--- config.mk ---
export PLATFORM = sky130hd
export DESIGN_NAME = nisem_top
export DESIGN_NICKNAME = d
export VERILOG_FILES = /design/src/nisem_sticky.v /design/src/nisem_top.v
export VERILOG_INCLUDE_DIRS = /design/src
export SDC_FILE = /design/constraint.sdc
export NUM_CORES = 1
export LEC_CHECK = 0
export BUFFER_PORTS_ARGS = -buffer_cell sky130_fd_sc_hd__buf_2
export CAP_MARGIN = 10
export CORE_MARGIN = 2
export CORE_UTILIZATION = 30
export CTS_CLUSTER_SIZE = 40
export DETAILED_ROUTE_END_ITERATION = 10
export GPL_TIMING_DRIVEN = 0
export PLACE_DENSITY = 0.62
export SLEW_MARGIN = 20
export SYNTH_ARGS = -nofsm -noshare
export SYNTH_HDL_FRONTEND = slang
export SYNTH_SLANG_ARGS = --single-unit
--- constraint.sdc ---
create_clock -name i_mclk -period 1.6 [get_ports i_mclk]
set_clock_uncertainty 0.05 [all_clocks]
set_input_delay 0 -clock i_mclk [delete_from_list [all_inputs] [get_ports i_mclk]]
set_output_delay 0 -clock i_mclk [all_outputs]
set_load 0.05 [all_outputs]
--- src/nisem_consts.vh ---
// constants for the normal interrupt signal mask block
`ifndef NISEM_CONSTS_VH
`define NISEM_CONSTS_VH

// ----------------------------------------------------------------
// bus widths
// ----------------------------------------------------------------
`define NISEM_AW            8
`define NISEM_DW            16

// ----------------------------------------------------------------
// register byte offsets
// ----------------------------------------------------------------
`define NISEM_OFS_LINE_EN   8'h38
`define NISEM_OFS_CAP_STS   8'h40
`define NISEM_OFS_CAP_MASK  8'h44
`define NISEM_OFS_RAW_STS   8'h48
`define NISEM_OFS_GATED     8'h4C

// ----------------------------------------------------------------
// field positions of the line enable register
// ----------------------------------------------------------------
`define NISEM_BIT_FIXED0    15
`define NISEM_BIT_RSVD      14
`define NISEM_BIT_XFN_EVT   13
`define NISEM_BIT_RETUNE    12
`define NISEM_BIT_EMB_C     11
`define NISEM_BIT_EMB_B     10
`define NISEM_BIT_EMB_A     9
`define NISEM_BIT_CARD_INT  8
`define NISEM_BIT_CARD_REM  7
`define NISEM_BIT_CARD_INS  6
`define NISEM_BIT_BUF_RD    5
`define NISEM_BIT_BUF_WR    4
`define NISEM_BIT_DMA       3
`define NISEM_BIT_BLK_GAP   2
`define NISEM_BIT_XFER_DONE 1
`define NISEM_BIT_CMD_DONE  0

// ----------------------------------------------------------------
// masks and reset values
// ----------------------------------------------------------------
`define NISEM_WR_MASK       16'h3FFF
`define NISEM_RST_LINE_EN   16'h0000
`define NISEM_RST_CAP_MASK  16'h0000
`define NISEM_ZERO16        16'h0000

`endif

--- src/nisem_sticky.v ---
// sticky capture bits with write-one-to-clear, set wins over clear
`timescale 1ns/1ns
`default_nettype none

module nisem_sticky
(
  input  wire        i_mclk,    // system clock
  input  wire        i_rst,     // synchronous reset, active high
  input  wire        i_ce,      // clock enable, freezes state when low
  input  wire [15:0] i_set,     // one-cycle set requests per bit
  input  wire [15:0] i_clr,     // one-cycle clear requests per bit
  output wire [15:0] o_sts      // sticky bits
);

  reg  [15:0] sts_r;

  // ----------------------------------------------------------------
  // per bit flops
  // ----------------------------------------------------------------
  genvar g;
  generate
    for (g = 0; g < 16; g = g + 1)
    begin : g_bit
      always @(posedge i_mclk)
      begin
        if (i_rst)
          sts_r[g] <= 1'b0;
        else if (i_ce)
        begin
          // an event in the clearing cycle must not be lost
          if (i_set[g])
            sts_r[g] <= 1'b1;
          else if (i_clr[g])
            sts_r[g] <= 1'b0;
        end
      end
    end
  endgenerate

  assign o_sts = sts_r;

endmodule

`default_nettype wire

--- src/nisem_top.v ---
// normal interrupt signal mask: enable register and interrupt line gating
//
// Function
// (RL1) each writable mask bit: 1 passes its status event, 0 masks it.
// (RL2) all enabled events share one single-bit interrupt line.
// (RL3) bit 15 is read-only zero; error enables live elsewhere.
// (RL4) bit 13 enables the extended-function event.
// (RL5) bit 12 enables the re-tuning event.
// (RL6) bits 11, 10, 9 enable embedded interrupts C, B, A.
// (RL7) bit 8 enables the card interrupt event.
// (RL8) bit 7 enables the card removal event.
// (RL9) bit 6 enables the card insertion event.
// (RL10) bits 5 and 4 enable buffer read ready and write ready.
// (RL11) bits 3 and 2 enable DMA interrupt and block gap events.
// (RL12) bits 1 and 0 enable transfer complete and command complete.
// (RL13) line is OR of status AND enable; enables never alter status.
// (RL14) reserved bit 14 reads zero and ignores writes.
`timescale 1ns/1ns
`default_nettype none
`include "nisem_consts.vh"

module nisem_top
(
  input  wire                  i_mclk,     // system clock, 10 MHz
  input  wire                  i_rst,      // synchronous reset, active high
  input  wire                  i_ce,       // clock enable, freezes state when low
  input  wire [`NISEM_AW-1:0]  i_addr,     // register byte address
  input  wire [`NISEM_DW-1:0]  i_wdata,    // register write data
  input  wire                  i_wr,       // write strobe, one cycle
  input  wire                  i_rd,       // read strobe, one cycle
  output wire [`NISEM_DW-1:0]  o_rdata,    // read data, cycle after i_rd
  input  wire [15:0]           i_nrm_sts,  // normal interrupt status bits, levels
  output wire                  o_irq,      // shared host interrupt line, level
  output wire                  o_cap_irq   // capture interrupt, level
);

  // ----------------------------------------------------------------
  // decode helper
  // ----------------------------------------------------------------
  function hit;
    input [`NISEM_AW-1:0] addr;
    input [`NISEM_AW-1:0] ofs;
    begin
      hit = (addr == ofs);
    end
  endfunction

  // ----------------------------------------------------------------
  // declarations
  // ----------------------------------------------------------------
  reg  [15:0]          line_en_r;
  reg  [15:0]          line_en_nxt;
  reg  [15:0]          cap_mask_r;
  reg  [15:0]          cap_mask_nxt;
  reg  [15:0]          gated_prev_r;
  reg  [`NISEM_DW-1:0] rdata_r;
  reg  [`NISEM_DW-1:0] rdata_nxt;
  wire [15:0]          gated;
  wire [15:0]          cap_set;
  wire [15:0]          cap_clr;
  wire [15:0]          cap_sts;
  wire                 wr_line_en;
  wire                 wr_cap_sts;
  wire                 wr_cap_mask;

  assign wr_line_en  = i_wr & hit(i_addr, `NISEM_OFS_LINE_EN);
  assign wr_cap_sts  = i_wr & hit(i_addr, `NISEM_OFS_CAP_STS);
  assign wr_cap_mask = i_wr & hit(i_addr, `NISEM_OFS_CAP_MASK);

  // ----------------------------------------------------------------
  // line enable register
  // ----------------------------------------------------------------
  always @*
  begin
    line_en_nxt = line_en_r;
    if (wr_line_en)
      line_en_nxt = i_wdata & `NISEM_WR_MASK; // [RL3] [RL14]
  end

  always @(posedge i_mclk)
  begin
    if (i_rst)
      line_en_r <= `NISEM_RST_LINE_EN;
    else if (i_ce)
      line_en_r <= line_en_nxt;
  end

  // ----------------------------------------------------------------
  // per event gating; status inputs are only read, never changed
  // ----------------------------------------------------------------
  assign gated[`NISEM_BIT_FIXED0]    = 1'b0; // [RL3]
  assign gated[`NISEM_BIT_RSVD]      = 1'b0; // [RL14]
  assign gated[`NISEM_BIT_XFN_EVT]   = i_nrm_sts[`NISEM_BIT_XFN_EVT]
                                     & line_en_r[`NISEM_BIT_XFN_EVT]; // [RL4]
  assign gated[`NISEM_BIT_RETUNE]    = i_nrm_sts[`NISEM_BIT_RETUNE]
                                     & line_en_r[`NISEM_BIT_RETUNE]; // [RL5]
  assign gated[`NISEM_BIT_EMB_C]     = i_nrm_sts[`NISEM_BIT_EMB_C]
                                     & line_en_r[`NISEM_BIT_EMB_C]; // [RL6]
  assign gated[`NISEM_BIT_EMB_B]     = i_nrm_sts[`NISEM_BIT_EMB_B]
                                     & line_en_r[`NISEM_BIT_EMB_B]; // [RL6]
  assign gated[`NISEM_BIT_EMB_A]     = i_nrm_sts[`NISEM_BIT_EMB_A]
                                     & line_en_r[`NISEM_BIT_EMB_A]; // [RL6]
  assign gated[`NISEM_BIT_CARD_INT]  = i_nrm_sts[`NISEM_BIT_CARD_INT]
                                     & line_en_r[`NISEM_BIT_CARD_INT]; // [RL7]
  assign gated[`NISEM_BIT_CARD_REM]  = i_nrm_sts[`NISEM_BIT_CARD_REM]
                                     & line_en_r[`NISEM_BIT_CARD_REM]; // [RL8]
  assign gated[`NISEM_BIT_CARD_INS]  = i_nrm_sts[`NISEM_BIT_CARD_INS]
                                     & line_en_r[`NISEM_BIT_CARD_INS]; // [RL9]
  assign gated[`NISEM_BIT_BUF_RD]    = i_nrm_sts[`NISEM_BIT_BUF_RD]
                                     & line_en_r[`NISEM_BIT_BUF_RD]; // [RL10]
  assign gated[`NISEM_BIT_BUF_WR]    = i_nrm_sts[`NISEM_BIT_BUF_WR]
                                     & line_en_r[`NISEM_BIT_BUF_WR]; // [RL10]
  assign gated[`NISEM_BIT_DMA]       = i_nrm_sts[`NISEM_BIT_DMA]
                                     & line_en_r[`NISEM_BIT_DMA]; // [RL11]
  assign gated[`NISEM_BIT_BLK_GAP]   = i_nrm_sts[`NISEM_BIT_BLK_GAP]
                                     & line_en_r[`NISEM_BIT_BLK_GAP]; // [RL11]
  assign gated[`NISEM_BIT_XFER_DONE] = i_nrm_sts[`NISEM_BIT_XFER_DONE]
                                     & line_en_r[`NISEM_BIT_XFER_DONE]; // [RL12]
  assign gated[`NISEM_BIT_CMD_DONE]  = i_nrm_sts[`NISEM_BIT_CMD_DONE]
                                     & line_en_r[`NISEM_BIT_CMD_DONE]; // [RL12]

  // combinational so the line follows status with no added latency
  assign o_irq = |gated; // [RL1] [RL2] [RL13]

  // ----------------------------------------------------------------
  // capture of newly signalled events
  // ----------------------------------------------------------------
  always @(posedge i_mclk)
  begin
    if (i_rst)
      gated_prev_r <= `NISEM_ZERO16;
    else if (i_ce)
      gated_prev_r <= gated;
  end

  assign cap_set = gated & ~gated_prev_r;
  assign cap_clr = wr_cap_sts ? (i_wdata & `NISEM_WR_MASK) : `NISEM_ZERO16;

  nisem_sticky i_nisem_sticky
  (
    .i_mclk (i_mclk),
    .i_rst  (i_rst),
    .i_ce   (i_ce),
    .i_set  (cap_set),
    .i_clr  (cap_clr),
    .o_sts  (cap_sts)
  );

  always @*
  begin
    cap_mask_nxt = cap_mask_r;
    if (wr_cap_mask)
      cap_mask_nxt = i_wdata & `NISEM_WR_MASK;
  end

  always @(posedge i_mclk)
  begin
    if (i_rst)
      cap_mask_r <= `NISEM_RST_CAP_MASK;
    else if (i_ce)
      cap_mask_r <= cap_mask_nxt;
  end

  assign o_cap_irq = |(cap_sts & cap_mask_r);

  // ----------------------------------------------------------------
  // read path, data one cycle after the strobe
  // ----------------------------------------------------------------
  always @*
  begin
    rdata_nxt = `NISEM_ZERO16;
    if (i_rd)
    begin
      if (hit(i_addr, `NISEM_OFS_LINE_EN))
        rdata_nxt = line_en_r & `NISEM_WR_MASK; // [RL3] [RL14]
      else if (hit(i_addr, `NISEM_OFS_CAP_STS))
        rdata_nxt = cap_sts;
      else if (hit(i_addr, `NISEM_OFS_CAP_MASK))
        rdata_nxt = cap_mask_r;
      else if (hit(i_addr, `NISEM_OFS_RAW_STS))
        rdata_nxt = i_nrm_sts;
      else if (hit(i_addr, `NISEM_OFS_GATED))
        rdata_nxt = gated;
    end
  end

  // zero outside the answer cycle while i_ce is high; a low i_ce holds the last read data
  always @(posedge i_mclk)
  begin
    if (i_rst)
      rdata_r <= `NISEM_ZERO16;
    else if (i_ce)
      rdata_r <= rdata_nxt;
  end

  assign o_rdata = rdata_r;

endmodule

`default_nettype wire

Yosys cells after proc, flatten, opt, wreduce, memory -nomap -nowiden --
Cells that the tools add are included.
Word-level totals: register bits 74, input bits 45, word-level logic and storage cells 120
Cells by class: equal/unequal tests 5, mux-type cells 39, bitwise logic cells 20, reductions and logical operators 36
Operator list (number):
- 2-to-1 mux 16 bit | 5
- AND reduction 2 bit | 18
- == test 8 x 7 -> 1 bit (second input constant) | 4
- 2-to-1 mux 1 bit | 32
- nonzero test 2 bit | 16
- 2-to-1 mux 14 bit | 2
- AND 1 bit | 17
- AND 14 x 16 -> 16 bit | 1
- AND 16 x 14 -> 16 bit | 1
- inverter 14 -> 16 bit | 1
- OR reduction 16 bit | 1
- OR reduction 14 bit | 1
- == test 8 x 6 -> 1 bit (second input constant) | 1

Depth between registers and ports, before layout --
Gate-level depths: netlist of the first run.
depth after elaboration 7, depth in mapped cells 7, mapped depth without buffers 4

Modules after synthesis --
Synthesis of the first run repeated with hierarchy kept, for this count alone.
Unflattened totals: cells, all modules 430, area, all modules 3772.4 um2
Modules (own cells, without submodules):
- nisem_top | times used 1, cells an instance 361, area an instance 3071.7 um2
- nisem_sticky | times used 1, cells an instance 69, area an instance 700.7 um2

Worst setup path before layout of the first run --
Ideal clock, no wire load.
path kind input to register, start input i_addr[5], end register i_nisem_sticky.sts_r[0] (netlist: i_nisem_sticky.o_sts[0]), library setup time 132 ps, arrival time 1530 ps, data required time 1418 ps, setup slack -112 ps, cell stages on the path 5, buffers on the path 1, cell sequence or4b_4 or4_1 clkbuf_1 o21ai_1 a21oi_1
Between the ends: word-level cells in the longest chain between the ends 5
Ends and longest elaborated chain:
- start: declaration | RTL line nisem_top.v:27 | input wire [`NISEM_AW-1:0] i_addr,
- == test 8 x 7 -> 1 bit | RTL line nisem_top.v:44 | hit = (addr == ofs);
- AND 1 bit | RTL line nisem_top.v:67 | assign wr_cap_sts = i_wr & hit(i_addr, `NISEM_OFS_CAP_STS);
- 2-to-1 mux 14 bit (no source line)
- nonzero test 2 bit (no source line)
- AND reduction 2 bit (no source line)
- end signal: indexed assignment | RTL line nisem_sticky.v:27 | sts_r[g] <= 1'b0;
- end signal: indexed assignment | RTL line nisem_sticky.v:32 | sts_r[g] <= 1'b1;
- end signal: indexed assignment | RTL line nisem_sticky.v:34 | sts_r[g] <= 1'b0;
- end: declaration | RTL line nisem_sticky.v:15 | reg [15:0] sts_r;
Every way passes these cells. A chain may end at the register's enable or synchronous reset.

Final worst setup path of the first run --
start register line_en_r[10], end output o_irq
Between the ends: word-level cells in the longest chain between the ends 2
Ends and longest elaborated chain:
- start: declaration | RTL line nisem_top.v:51 | reg [15:0] line_en_r;
- start signal: assignment | RTL line nisem_top.v:83 | line_en_r <= `NISEM_RST_LINE_EN;
- start signal: assignment | RTL line nisem_top.v:85 | line_en_r <= line_en_nxt;
- AND 1 bit | RTL line nisem_top.v:99 | assign gated[`NISEM_BIT_EMB_B] = i_nrm_sts[`NISEM_BIT_EMB_B]
- OR reduction 14 bit | RTL line nisem_top.v:123 | assign o_irq = |gated;
- end: declaration | RTL line nisem_top.v:33 | output wire o_irq,
Every way passes these cells.

==> flow_summary_export.csv, run 1 <==
group,metric,value,unit
logic_synthesis,ys_warn_count,0,
setup_path,reg2reg_from,"line_en_r[6]",
timing,drv_slew,0,
detailed_routing,routed_wl,10700,µm
floorplanning,num_rows,37,
timing,grt_setup_unrepaired,"yes",
cts,htree_levels,3,
layout,drive_gt1_share,21.9,%
global_routing,antenna_found_initial,0,
cts,worstSkewPairLatency,350,ps
floorplanning,chipWidth,108,µm
logic_synthesis,yosys.area_share.simple,20.0,%
layout,num_antenna_cells,0,
detailed_routing,dr.pass1.iters,5,
cts,clock_path_buffers,2,
timing,tns,-53.4,ps
pwr,total_power,3.69,mW
cts,root_buffer,"clkbuf_8",
timing,slew_headroom,54.2,%
logic_synthesis,async_flop_share,0,%
hold_path,hp-start,"i_nrm_sts[10]",
cts,cts.clk_slew.worst_paths,80,ps
floorplanning,io_pins,63,
detailed_routing,vias,3265,
logic_synthesis,yosys.area.top_type,"dfxtp_1",
placement,globalplace.congestion,0.846,
logic_synthesis,yosys.cell_count.top_type,"dfxtp_1",
timing,worst_slack,-39.0,ps
logic_synthesis,synth_edf_count,0,
floorplanning,core_area,0.0104,mm²
logic_synthesis,synth-compound-area-share,21.6,%
setup_path,end_kind,"output port",
setup_path,cp-start-kind,"register",
pwr,ir_drop,0.466,mV
detailed_routing,vias_per_cell,5.27,
hold_path,whs_path_depth,4,
timing,timing.fmax,610,MHz
run_status,violations,"setup timing",
logic_synthesis,muxShareOfSynthArea,8.63,%
logic_synthesis,yosysTopAreaCellShare,44.4,%
timing,worstMarginPinSlew,687,ps
logic_synthesis,synth_ff_type,"dfxtp_1",
setup_path,worstRegToRegCells,3,
setup_path,rrSetupSlack,470,ps
placement,dp_hpwl,7110,µm
floorplanning,die-area,0.0117,mm²
logic_synthesis,synth-seq-cells,72,
detailed_routing,ant_nets,0,
logic_synthesis,ys_types,31,
timing,finalSetupViolations,2,
layout,nets,524,
logic_synthesis,syn_inst,378,
job,max-cap-violations,0,
cts,cts_buffers,9,
logic_synthesis,synth_top_family_by_area,"compound AO/OA/AOI/OAI gates",
global_routing,grt.total_usage,18.4,%
run_status,status,"finished with violations",
floorplanning,start_util,31.2,%
cts,tritoncts,"done",
global_routing,grt_pass1_vias,3111,
logic_synthesis,synth_fp_nets,423,
logic_synthesis,synth_area_leaders,"dfxtp_1 44%, mux2i_1 8.6%, nor2_1 6.8%",
timing,fin_crit_sh,102,%
setup_path,crit_type,"register to output port",
setup_path,critical_path.max_fanout,6,
timing,min_period,1640,ps
hold_path,min_to,"o_rdata[10]",
logic_synthesis,synth_fa_ha_area_share,0,%
floorplanning,die_h,108,µm
layout,syn_to_final_growth,34.1,%
global_routing,grt_overflow_total,0,
placement,port_buffers,58,
logic_synthesis,synthesis.area,0.00325,mm²
global_routing,grt_pass1_wl,16300,µm
pwr,leakagePower,1.91,nW
cts,cts.sink_count,72,
logic_synthesis,syn_area_per_cell,8.60,µm²
hold_path,min_path_type,"input port to register",
logic_synthesis,synth_top_cells_by_count,"72 x dfxtp_1, 59 x nor2_1, 30 x a21oi_1",
detailed_routing,remaining_drc_errors,0,
timing,hold_viol_final,0,
logic_synthesis,yosysSeqAreaShare,44.4,%
global_routing,grt_max_degree,13,
setup_path,cp_data_arrival_time,1590,ps
logic_synthesis,synthXorXnorAreaFrac,0,%
detailed_routing,drt_iter0_markers,209,
setup_path,cp.required,1550,ps
pwr,p_per_area,847,mW/mm²
setup_path,r2r_end,"o_rdata[6]",
detailed_routing,wl_per_cell,17.2,µm
placement,dp_worst_setup_slack,-571,ps
## worst max-delay path, cell delays in order, from the launching register on
cell      delay [ps]
dfxtp_2          350
a22oi_2          180
nand2_1           90
a221oi_2         220
nand4_1          190
buf_6            200
## area by class of cell
class,count,area [µm²]
multi-input cells,264,1700
well taps,136,170
clock inverters,5,81.3
flip-flops and latches,72,1450
clock buffers,10,138
fillers,1055,6060
plain buffers,25,124
repair buffers,92,639
inverters,15,56.3
## per-stage QoR
stage	area, µm²	hold WS (ps)	instances	util, %
2_1_floorplan	3260	89.3	378	-
3_3_place_gp	3720	189	572	35.7
3_5_place_dp	3720	191	572	35.7
4_1_cts	4330	9.21	620	41.6
5_1_grt	4360	40.2	619	41.8
6_report	4360	14.0	619	41.8
## layout by cell type (no fill, tap or decap), types with 2 or more instances in the layout
| master | synthesis | final |
|---|---|---|
| buf_6 | 2 | 5 |
| bufinv_16 | 0 | 2 |
| a22oi_2 | 0 | 4 |
| a22oi_1 | 22 | 18 |
| nand4_1 | 3 | 3 |
| nand2b_1 | 15 | 15 |
| a211o_1 | 14 | 14 |
| dfxtp_2 | 0 | 8 |
| clkbuf_8 | 0 | 10 |
| o21ai_1 | 28 | 28 |
| inv_1 | 14 | 14 |
| buf_4 | 0 | 4 |
| a21oi_1 | 30 | 30 |
| a22o_1 | 2 | 2 |
| dfxtp_1 | 72 | 64 |
| o21ai_0 | 14 | 14 |
| a221oi_2 | 0 | 4 |
| buf_2 | 3 | 58 |
| mux2i_1 | 28 | 27 |
| nor2_1 | 59 | 59 |
| or3_1 | 2 | 2 |
| or4_4 | 0 | 2 |
| nor2b_1 | 2 | 2 |
| nand3_1 | 14 | 14 |
| nand2_1 | 3 | 3 |
| and3b_1 | 2 | 2 |
| nand4b_1 | 14 | 14 |
| dlygate4sd3_1 | 0 | 30 |
| or4b_4 | 1 | 2 |
| clkbuf_1 | 21 | 18 |
## power by group
| group | internal, mW | total, mW | switching [mW] |
|---|---|---|---|
| Clock | 0.912 | 1.60 | 0.693 |
| Sequential | 1.79 | 1.79 | 0.00102 |
| Combinational | 0.121 | 0.295 | 0.174 |
| Total | 2.82 | 3.69 | 0.869 |
## sequential cells by signal, indices dropped and copies added, names as in the netlist
register / flops
gated_prev_r: 14
line_en_r: 14
cap_mask_r: 14
o_rdata: 16
i_nisem_sticky.o_sts: 14
## kinds of logic after synthesis
| family | after synthesis |
|---|---|
| buffers and inverters | 42 |
| multiplexers | 28 |
| AND/OR/NAND/NOR | 122 |
| AO/OA/AOI/OAI | 114 |
| flip-flops | 72 |
## per-layer routing
metal  vias up  global-route usage [%]  wire (µm)
li1       1568                       -          -
met5         -                       0          0
met4         0                    8.70        321
met3        24                    3.19        783
met2       126                    30.1       4850
met1      1547                    23.5       4720
## timing repair
item / in CTS / in global routing
gates resized for setup: 22 / 12
endpoints found under the hold margin: 58 / 0
buffers inserted: 3 / 1
pin swaps: 5 / 6
setup endpoints to repair: 32 / 36
hold buffers: 30 / 0
## worst max path at each step
stage	from	endpoint	slack (ps)
after floorplan	i_addr[5]	o_rdata[10]	-100
after global placement	i_addr[3]	o_rdata[10]	-500
after detailed placement	i_addr[3]	o_rdata[8]	-570
after CTS	line_en_r[10]	o_irq	-60
after global routing	line_en_r[10]	o_irq	-100
final	line_en_r[10]	o_irq	-40
Note: power is estimated with default switching activity, not from simulation.
==> run 2, diff against run 1 <==
==> constraint.sdc (replaced) <==
create_clock -name i_mclk -period 1.6 [get_ports i_mclk]
set_clock_uncertainty 0.05 [all_clocks]
set_input_delay 0 -clock i_mclk [delete_from_list [all_inputs] [get_ports i_mclk]]
set_output_delay 0 -clock i_mclk [all_outputs]
set_load 0.005 [all_outputs]
==> run 2 against run 1 <==
Compared with the run above:
- the flow now finishes without violations
- global-route usage down 0.088 points
- count of clock-buffer cells in the layout is the same
- non-clock buffer count shrank 2
- core utilization decreased by 0.24 points
- final cell count fell by 0.32%
- sequential cell count unchanged
- critical path type unchanged
==> flow_summary_export.csv, run 2 (same netlist as run 1, synthesis figures left out) <==
group,metric,value,unit
layout,largest_register_ffs,16,
hold_path,min_to,"o_rdata[3]",
layout,drive_gt1_share,21.6,%
timing,tns,0,ps
floorplanning,die-area,0.0117,mm²
timing,drv_slew,0,
cts,tritoncts,"done",
pwr,leakagePower,1.90,nW
cts,root_buffer,"clkbuf_8",
global_routing,grt.total_usage,18.3,%
pwr,ir_drop,0.467,mV
detailed_routing,ant_nets,0,
setup_path,cp-start-kind,"register",
pwr,p_per_area,851,mW/mm²
timing,worstMarginPinSlew,862,ps
timing,finalSetupViolations,0,
timing,min_period,1590,ps
timing,timing.fmax,628,MHz
detailed_routing,remaining_drc_errors,0,
global_routing,grt_pass1_wl,16200,µm
detailed_routing,routed_wl,10700,µm
timing,slew_headroom,42.5,%
floorplanning,num_rows,37,
setup_path,reg2reg_from,"line_en_r[6]",
global_routing,grt_overflow_total,0,
floorplanning,start_util,31.2,%
setup_path,cp.required,1550,ps
floorplanning,core_area,0.0104,mm²
floorplanning,chipWidth,108,µm
placement,port_buffers,58,
floorplanning,io_pins,63,
setup_path,worstRegToRegCells,3,
detailed_routing,vias_per_cell,5.28,
setup_path,rrSetupSlack,470,ps
detailed_routing,wl_per_cell,17.3,µm
setup_path,r2r_end,"o_rdata[6]",
cts,htree_levels,3,
layout,syn_to_final_growth,33.3,%
detailed_routing,vias,3256,
layout,final_cell_mix,"64 x dfxtp_1, 59 x nor2_1, 59 x buf_2, 30 x a21oi_1, 30 x dlygate4sd3_1",
setup_path,crit_type,"register to output port",
run_status,status,"completed",
timing,hold_viol_final,0,
layout,num_antenna_cells,0,
cts,cts.clk_slew.worst_paths,80,ps
detailed_routing,drt_iter0_markers,272,
setup_path,end_kind,"output port",
timing,grt_setup_unrepaired,"yes",
floorplanning,die_h,108,µm
placement,dp_hpwl,7110,µm
hold_path,min_path_type,"input port to register",
detailed_routing,dr.pass1.iters,5,
setup_path,critical_path.max_fanout,3,
layout,nets,522,
global_routing,antenna_found_initial,0,
global_routing,grt_pass1_vias,3096,
cts,cts_buffers,9,
hold_path,whs_path_depth,5,
placement,globalplace.congestion,0.846,
global_routing,grt_max_degree,13,
hold_path,hp-start,"i_addr[0]",
setup_path,cp_data_arrival_time,1540,ps
cts,worstSkewPairLatency,340,ps
cts,clock_path_buffers,2,
timing,fin_crit_sh,99.6,%
pwr,total_power,3.69,mW
cts,cts.sink_count,72,
layout,layout_commonest_cell,"dfxtp_1",
job,max-cap-violations,0,
==> run 2: changes by cell type in the layout (fill, tap and decap cells not counted) <==
cell   delta
buf_6     -2
buf_2     +1
buf_4     -1
==> run 2: how the worst max path moves through the flow <==
stage / slack [ps] / from / cells past startpoint / to
6_report: 7 / i_nisem_sticky.o_sts[5] / 5 / o_cap_irq
5_1_grt: -40 / line_en_r[10] / 5 / o_irq
4_1_cts: -1 / line_en_r[10] / 5 / o_irq
3_5_place_dp: -570 / i_addr[3] / 7 / o_rdata[8]
3_3_place_gp: -500 / i_addr[3] / 7 / o_rdata[10]
2_1_floorplan: -100 / i_addr[5] / 6 / o_rdata[10]
==> run 2: what timing repair did <==
item,CTS,global route
buffers inserted,1,2
pin swaps,2,9
setup endpoints to repair,32,35
hold endpoints to repair,58,0
resized for setup,13,14
hold buffers,30,0
==> run 2: metrics by stage <==
stage          worst slack (ps)  hold WS, ps  std cells  utilization (%)  instance area (µm²)
3_3_place_gp               -498          189        572             35.7                 3720
6_report                   6.89          136        617             41.6                 4330
5_1_grt                   -39.3          169        617             41.6                 4330
4_1_cts                   -1.27          139        618             41.2                 4300
3_5_place_dp               -571          191        572             35.7                 3720
2_1_floorplan              -104         66.7        378                -                 3260
==> run 2: power breakdown <==
part,total (mW),internal [mW],switching (mW)
Combinational,0.291,0.120,0.171
Sequential,1.79,1.79,0.00102
Clock,1.60,0.912,0.691
==> run 2: final cells by class <==
type / count / area (µm²)
Buffer: 24 / 119
Fill cell: 1069 / 6080
Clock buffer: 10 / 138
Sequential cell: 72 / 1450
Timing Repair Buffer: 91 / 619
Multi-Input combinational cell: 264 / 1700
Inverter: 15 / 56.3
Clock inverter: 5 / 81.3
Tap cell: 136 / 170
==> run 2: per-layer routing <==
| layer | global-route usage (%) | up-vias | wire, µm |
|---|---|---|---|
| li1 | - | 1567 | - |
| met1 | 23.4 | 1536 | 4690 |
| met2 | 30.3 | 135 | 4960 |
| met3 | 3.13 | 18 | 801 |
| met4 | 8.15 | 0 | 233 |
| met5 | 0 | - | 0 |
==> run 2: critical path, cell delays in order (launching register included) <==
cell and delay (ps):
dfxtp_2 340, a22oi_2 210, nand2_1 100, a221oi_2 250
nand4_1 150, buf_2 160
==> run 3, diff against run 2 <==
--- a/config.mk
+++ b/config.mk
@@ -6,6 +6,7 @@
 export SDC_FILE = /design/constraint.sdc
 export NUM_CORES = 1
 export LEC_CHECK = 0
+export ABC_AREA = 1
 export BUFFER_PORTS_ARGS = -buffer_cell sky130_fd_sc_hd__buf_2
 export CAP_MARGIN = 10
 export CORE_MARGIN = 2
@@ -14,6 +15,7 @@
 export DETAILED_ROUTE_END_ITERATION = 10
 export GPL_TIMING_DRIVEN = 0
 export PLACE_DENSITY = 0.62
+export REMOVE_ABC_BUFFERS = 1
 export SLEW_MARGIN = 20
 export SYNTH_ARGS = -nofsm -noshare
 export SYNTH_HDL_FRONTEND = slang
==> run 3 against run 2 <==
Compared with the run above:
- area after synthesis rose by 11%
- via count rose by 18%
- worst hold slack got worse by 110 ps
- sequential power hardly changed
- highest routed layer unchanged
- worst setup slack improved by 64 ps
- synthesized cell count rose by 39%
==> flow_summary_export.csv, run 3 <==
group,metric,value,unit
run_status,status,"completed",
cts,worstSkewPairLatency,340,ps
detailed_routing,routed_wl,11600,µm
cts,cts_buffers,9,
logic_synthesis,yosys.area.top_type,"dfxtp_1",
logic_synthesis,synthesis.area,0.00362,mm²
setup_path,critical_path.max_fanout,3,
timing,timing.fmax,654,MHz
layout,syn_to_final_growth,28.7,%
global_routing,grt.total_usage,18.1,%
logic_synthesis,yosysSeqAreaShare,39.8,%
timing,fin_crit_sh,95.6,%
setup_path,cp-start-kind,"input port",
floorplanning,die_h,114,µm
pwr,p_sw_share,21.4,%
floorplanning,io_pins,63,
floorplanning,chipWidth,114,µm
floorplanning,die-area,0.0130,mm²
placement,port_buffers,60,
detailed_routing,ant_nets,0,
pwr,ir_drop,0.480,mV
timing,finalSetupViolations,0,
logic_synthesis,ys_types,26,
cts,cts.sink_count,72,
timing,worstMarginPinSlew,781,ps
floorplanning,core_area,0.0119,mm²
setup_path,end_kind,"output port",
placement,placed_cell_area,0.00391,mm²
logic_synthesis,synth_ff_type,"dfxtp_1",
logic_synthesis,synth_edf_count,0,
timing,hold_viol_final,0,
job,max-cap-violations,0,
placement,globalplace.congestion,0.810,
global_routing,grt_pass1_wl,18200,µm
hold_path,min_path_type,"input port to register",
detailed_routing,vias,3850,
layout,nets,648,
logic_synthesis,async_flop_share,0,%
logic_synthesis,syn_inst,526,
layout,nFillCells,1272,
timing,slew_headroom,47.9,%
detailed_routing,vias_per_cell,5.10,
detailed_routing,wl_per_cell,15.3,µm
setup_path,critPathCapture,"o_irq",
pwr,power_frac_comb,6.7,%
logic_synthesis,synth_area_leaders,"dfxtp_1 40%, nand2_1 12%, a21oi_1 12%",
pwr,p_per_area,965,mW/mm²
setup_path,cp_data_arrival_time,1480,ps
layout,largest_register_ffs,16,
cts,cts.clk_slew.worst_paths,50,ps
detailed_routing,dr.pass1.iters,5,
cts,htree_levels,3,
floorplanning,num_rows,40,
cts,clock_path_buffers,2,
global_routing,grt_max_degree,49,
pwr,leakagePower,2.17,nW
pwr,internal-power,3.53,mW
timing,drv_slew,0,
setup_path,reg2reg_from,"line_en_r[7]",
cts,tritoncts,"done",
logic_synthesis,syn_area_per_cell,6.88,µm²
layout,final_cell_mix,"117 x nand2_1, 86 x a21oi_1, 72 x dfxtp_1, 60 x nand3_1, 58 x buf_2",
setup_path,rrSetupSlack,390,ps
setup_path,cp.required,1550,ps
setup_path,crit_type,"input port to output port",
placement,dp_hpwl,6800,µm
pwr,power_frac_clock,52.9,%
logic_synthesis,yosys.cell_count.top_type,"nand2_1",
layout,num_antenna_cells,0,
global_routing,grt_overflow_total,0,
detailed_routing,drt_iter0_markers,254,
logic_synthesis,synth-seq-cells,72,
logic_synthesis,ys_warn_count,0,
setup_path,worstRegToRegCells,8,
layout,drive_gt1_share,17.9,%
layout,layout_commonest_cell,"nand2_1",
pwr,total_power,4.49,mW
layout,stdcell_area,0.00466,mm²
detailed_routing,remaining_drc_errors,0,
pwr,seqPwrFrac,40.4,%
pwr,p_switching,963,µW
global_routing,grt_pass1_vias,3655,
logic_synthesis,synth_top_cells_by_count,"117 x nand2_1, 86 x a21oi_1, 72 x dfxtp_1",
logic_synthesis,yosysTopAreaCellShare,39.8,%
global_routing,antenna_found_initial,0,
cts,root_buffer,"clkbuf_16",
floorplanning,start_util,30.4,%
setup_path,r2r_end,"o_rdata[7]",
timing,min_period,1530,ps
setup_path,startpoint,"i_nrm_sts[7]",
-- run 3: changes by cell type after synthesis, moves of 15 or more --
cell and change:
o21ai_0 +35, nor2_1 -47, a22oi_1 -22, nand2b_1 -15, nand2_1 +114, o21ai_1 -24
nand3_1 +46, mux2i_1 -28, a21oi_1 +56, inv_1 +35
-- run 3: what timing repair did --
item                       in CTS  in global routing
gates resized for setup         8                  3
hold endpoints to repair       42                  0
buffers inserted                3                  6
pin swaps                       3                  2
hold buffers                   27                  0
gates cloned                    1                  0
setup endpoints to repair      60                 40
-- run 3: critical path, cell delays in order --
cell	delay, ps
dlygate4sd3_1	530
buf_2	130
nand2_1	110
inv_1	100
nor4_4	320
nand3_1	140
buf_2	150
-- run 3: kinds of logic (layout without fill, tap and decap cells) --
family,Yosys count,count (layout),share of synthesized area (%)
buffers and inverters,86,167,11.1
flip-flops,72,72,39.8
AO/OA/AOI/OAI,143,143,20.2
AND/OR/NAND/NOR,225,226,28.9
-- run 3: worst min-delay path by stage --
stage	slack (ps)	depth (start not counted)	startpoint	endpoint
finish	20	5	i_nrm_sts[13]	gated_prev_r[13]
global route	40	5	i_nrm_sts[13]	gated_prev_r[13]
CTS	8	5	i_nrm_sts[13]	gated_prev_r[13]
detailed placement	230	3	i_wdata[0]	cap_mask_r[0]
global placement	220	3	i_nrm_sts[15]	o_rdata[15]
floorplan	20	1	i_rst	gated_prev_r[12]
-- run 3: layer usage --
| layer | global-route usage, % | routed length, µm | up-vias | share of wire [%] |
|---|---|---|---|---|
| li1 | - | - | 1886 | - |
| met2 | 29.2 | 5310 | 138 | 46 |
| met3 | 3.24 | 806 | 24 | 7.0 |
| met1 | 24.2 | 5190 | 1802 | 45 |
| met5 | 0 | 0 | - | 0 |
| met4 | 7.15 | 284 | 0 | 2.5 |
-- run 3: metrics by stage --
step                      setup slack, ps  std cells  util, %  setup TNS, ps  hold slack, ps
after floorplan                      93.6        495        -              0            19.1
after global placement               -880        702     32.8         -45520             218
after detailed placement             -900        702     32.8         -47100             226
after CTS                            13.6        749     38.6              0            7.64
after global routing                -11.5        755     39.1          -11.5            44.8
final                                71.1        755     39.1              0            22.6
-- run 3: power groups by stage --
stage	clock (mW)	sequential, mW	combinational, mW
CTS	2.41	1.81	0.296
floorplan	0	1.85	0.0919
global route	2.49	1.82	0.331
global placement	0	1.85	0.229
finish	2.38	1.81	0.302
detailed placement	0	1.85	0.233
-- run 3: final cells by class --
| type | count | area [µm²] | area share [%] |
|---|---|---|---|
| Clock buffer | 11 | 253 | 5.43 |
| Tap cell | 147 | 184 | 3.95 |
| Multi-Input combinational cell | 369 | 1820 | 39.1 |
| Inverter | 55 | 215 | 4.62 |
| Clock inverter | 5 | 103 | 2.20 |
| Timing Repair Buffer | 96 | 643 | 13.8 |
| Sequential cell | 72 | 1440 | 30.9 |
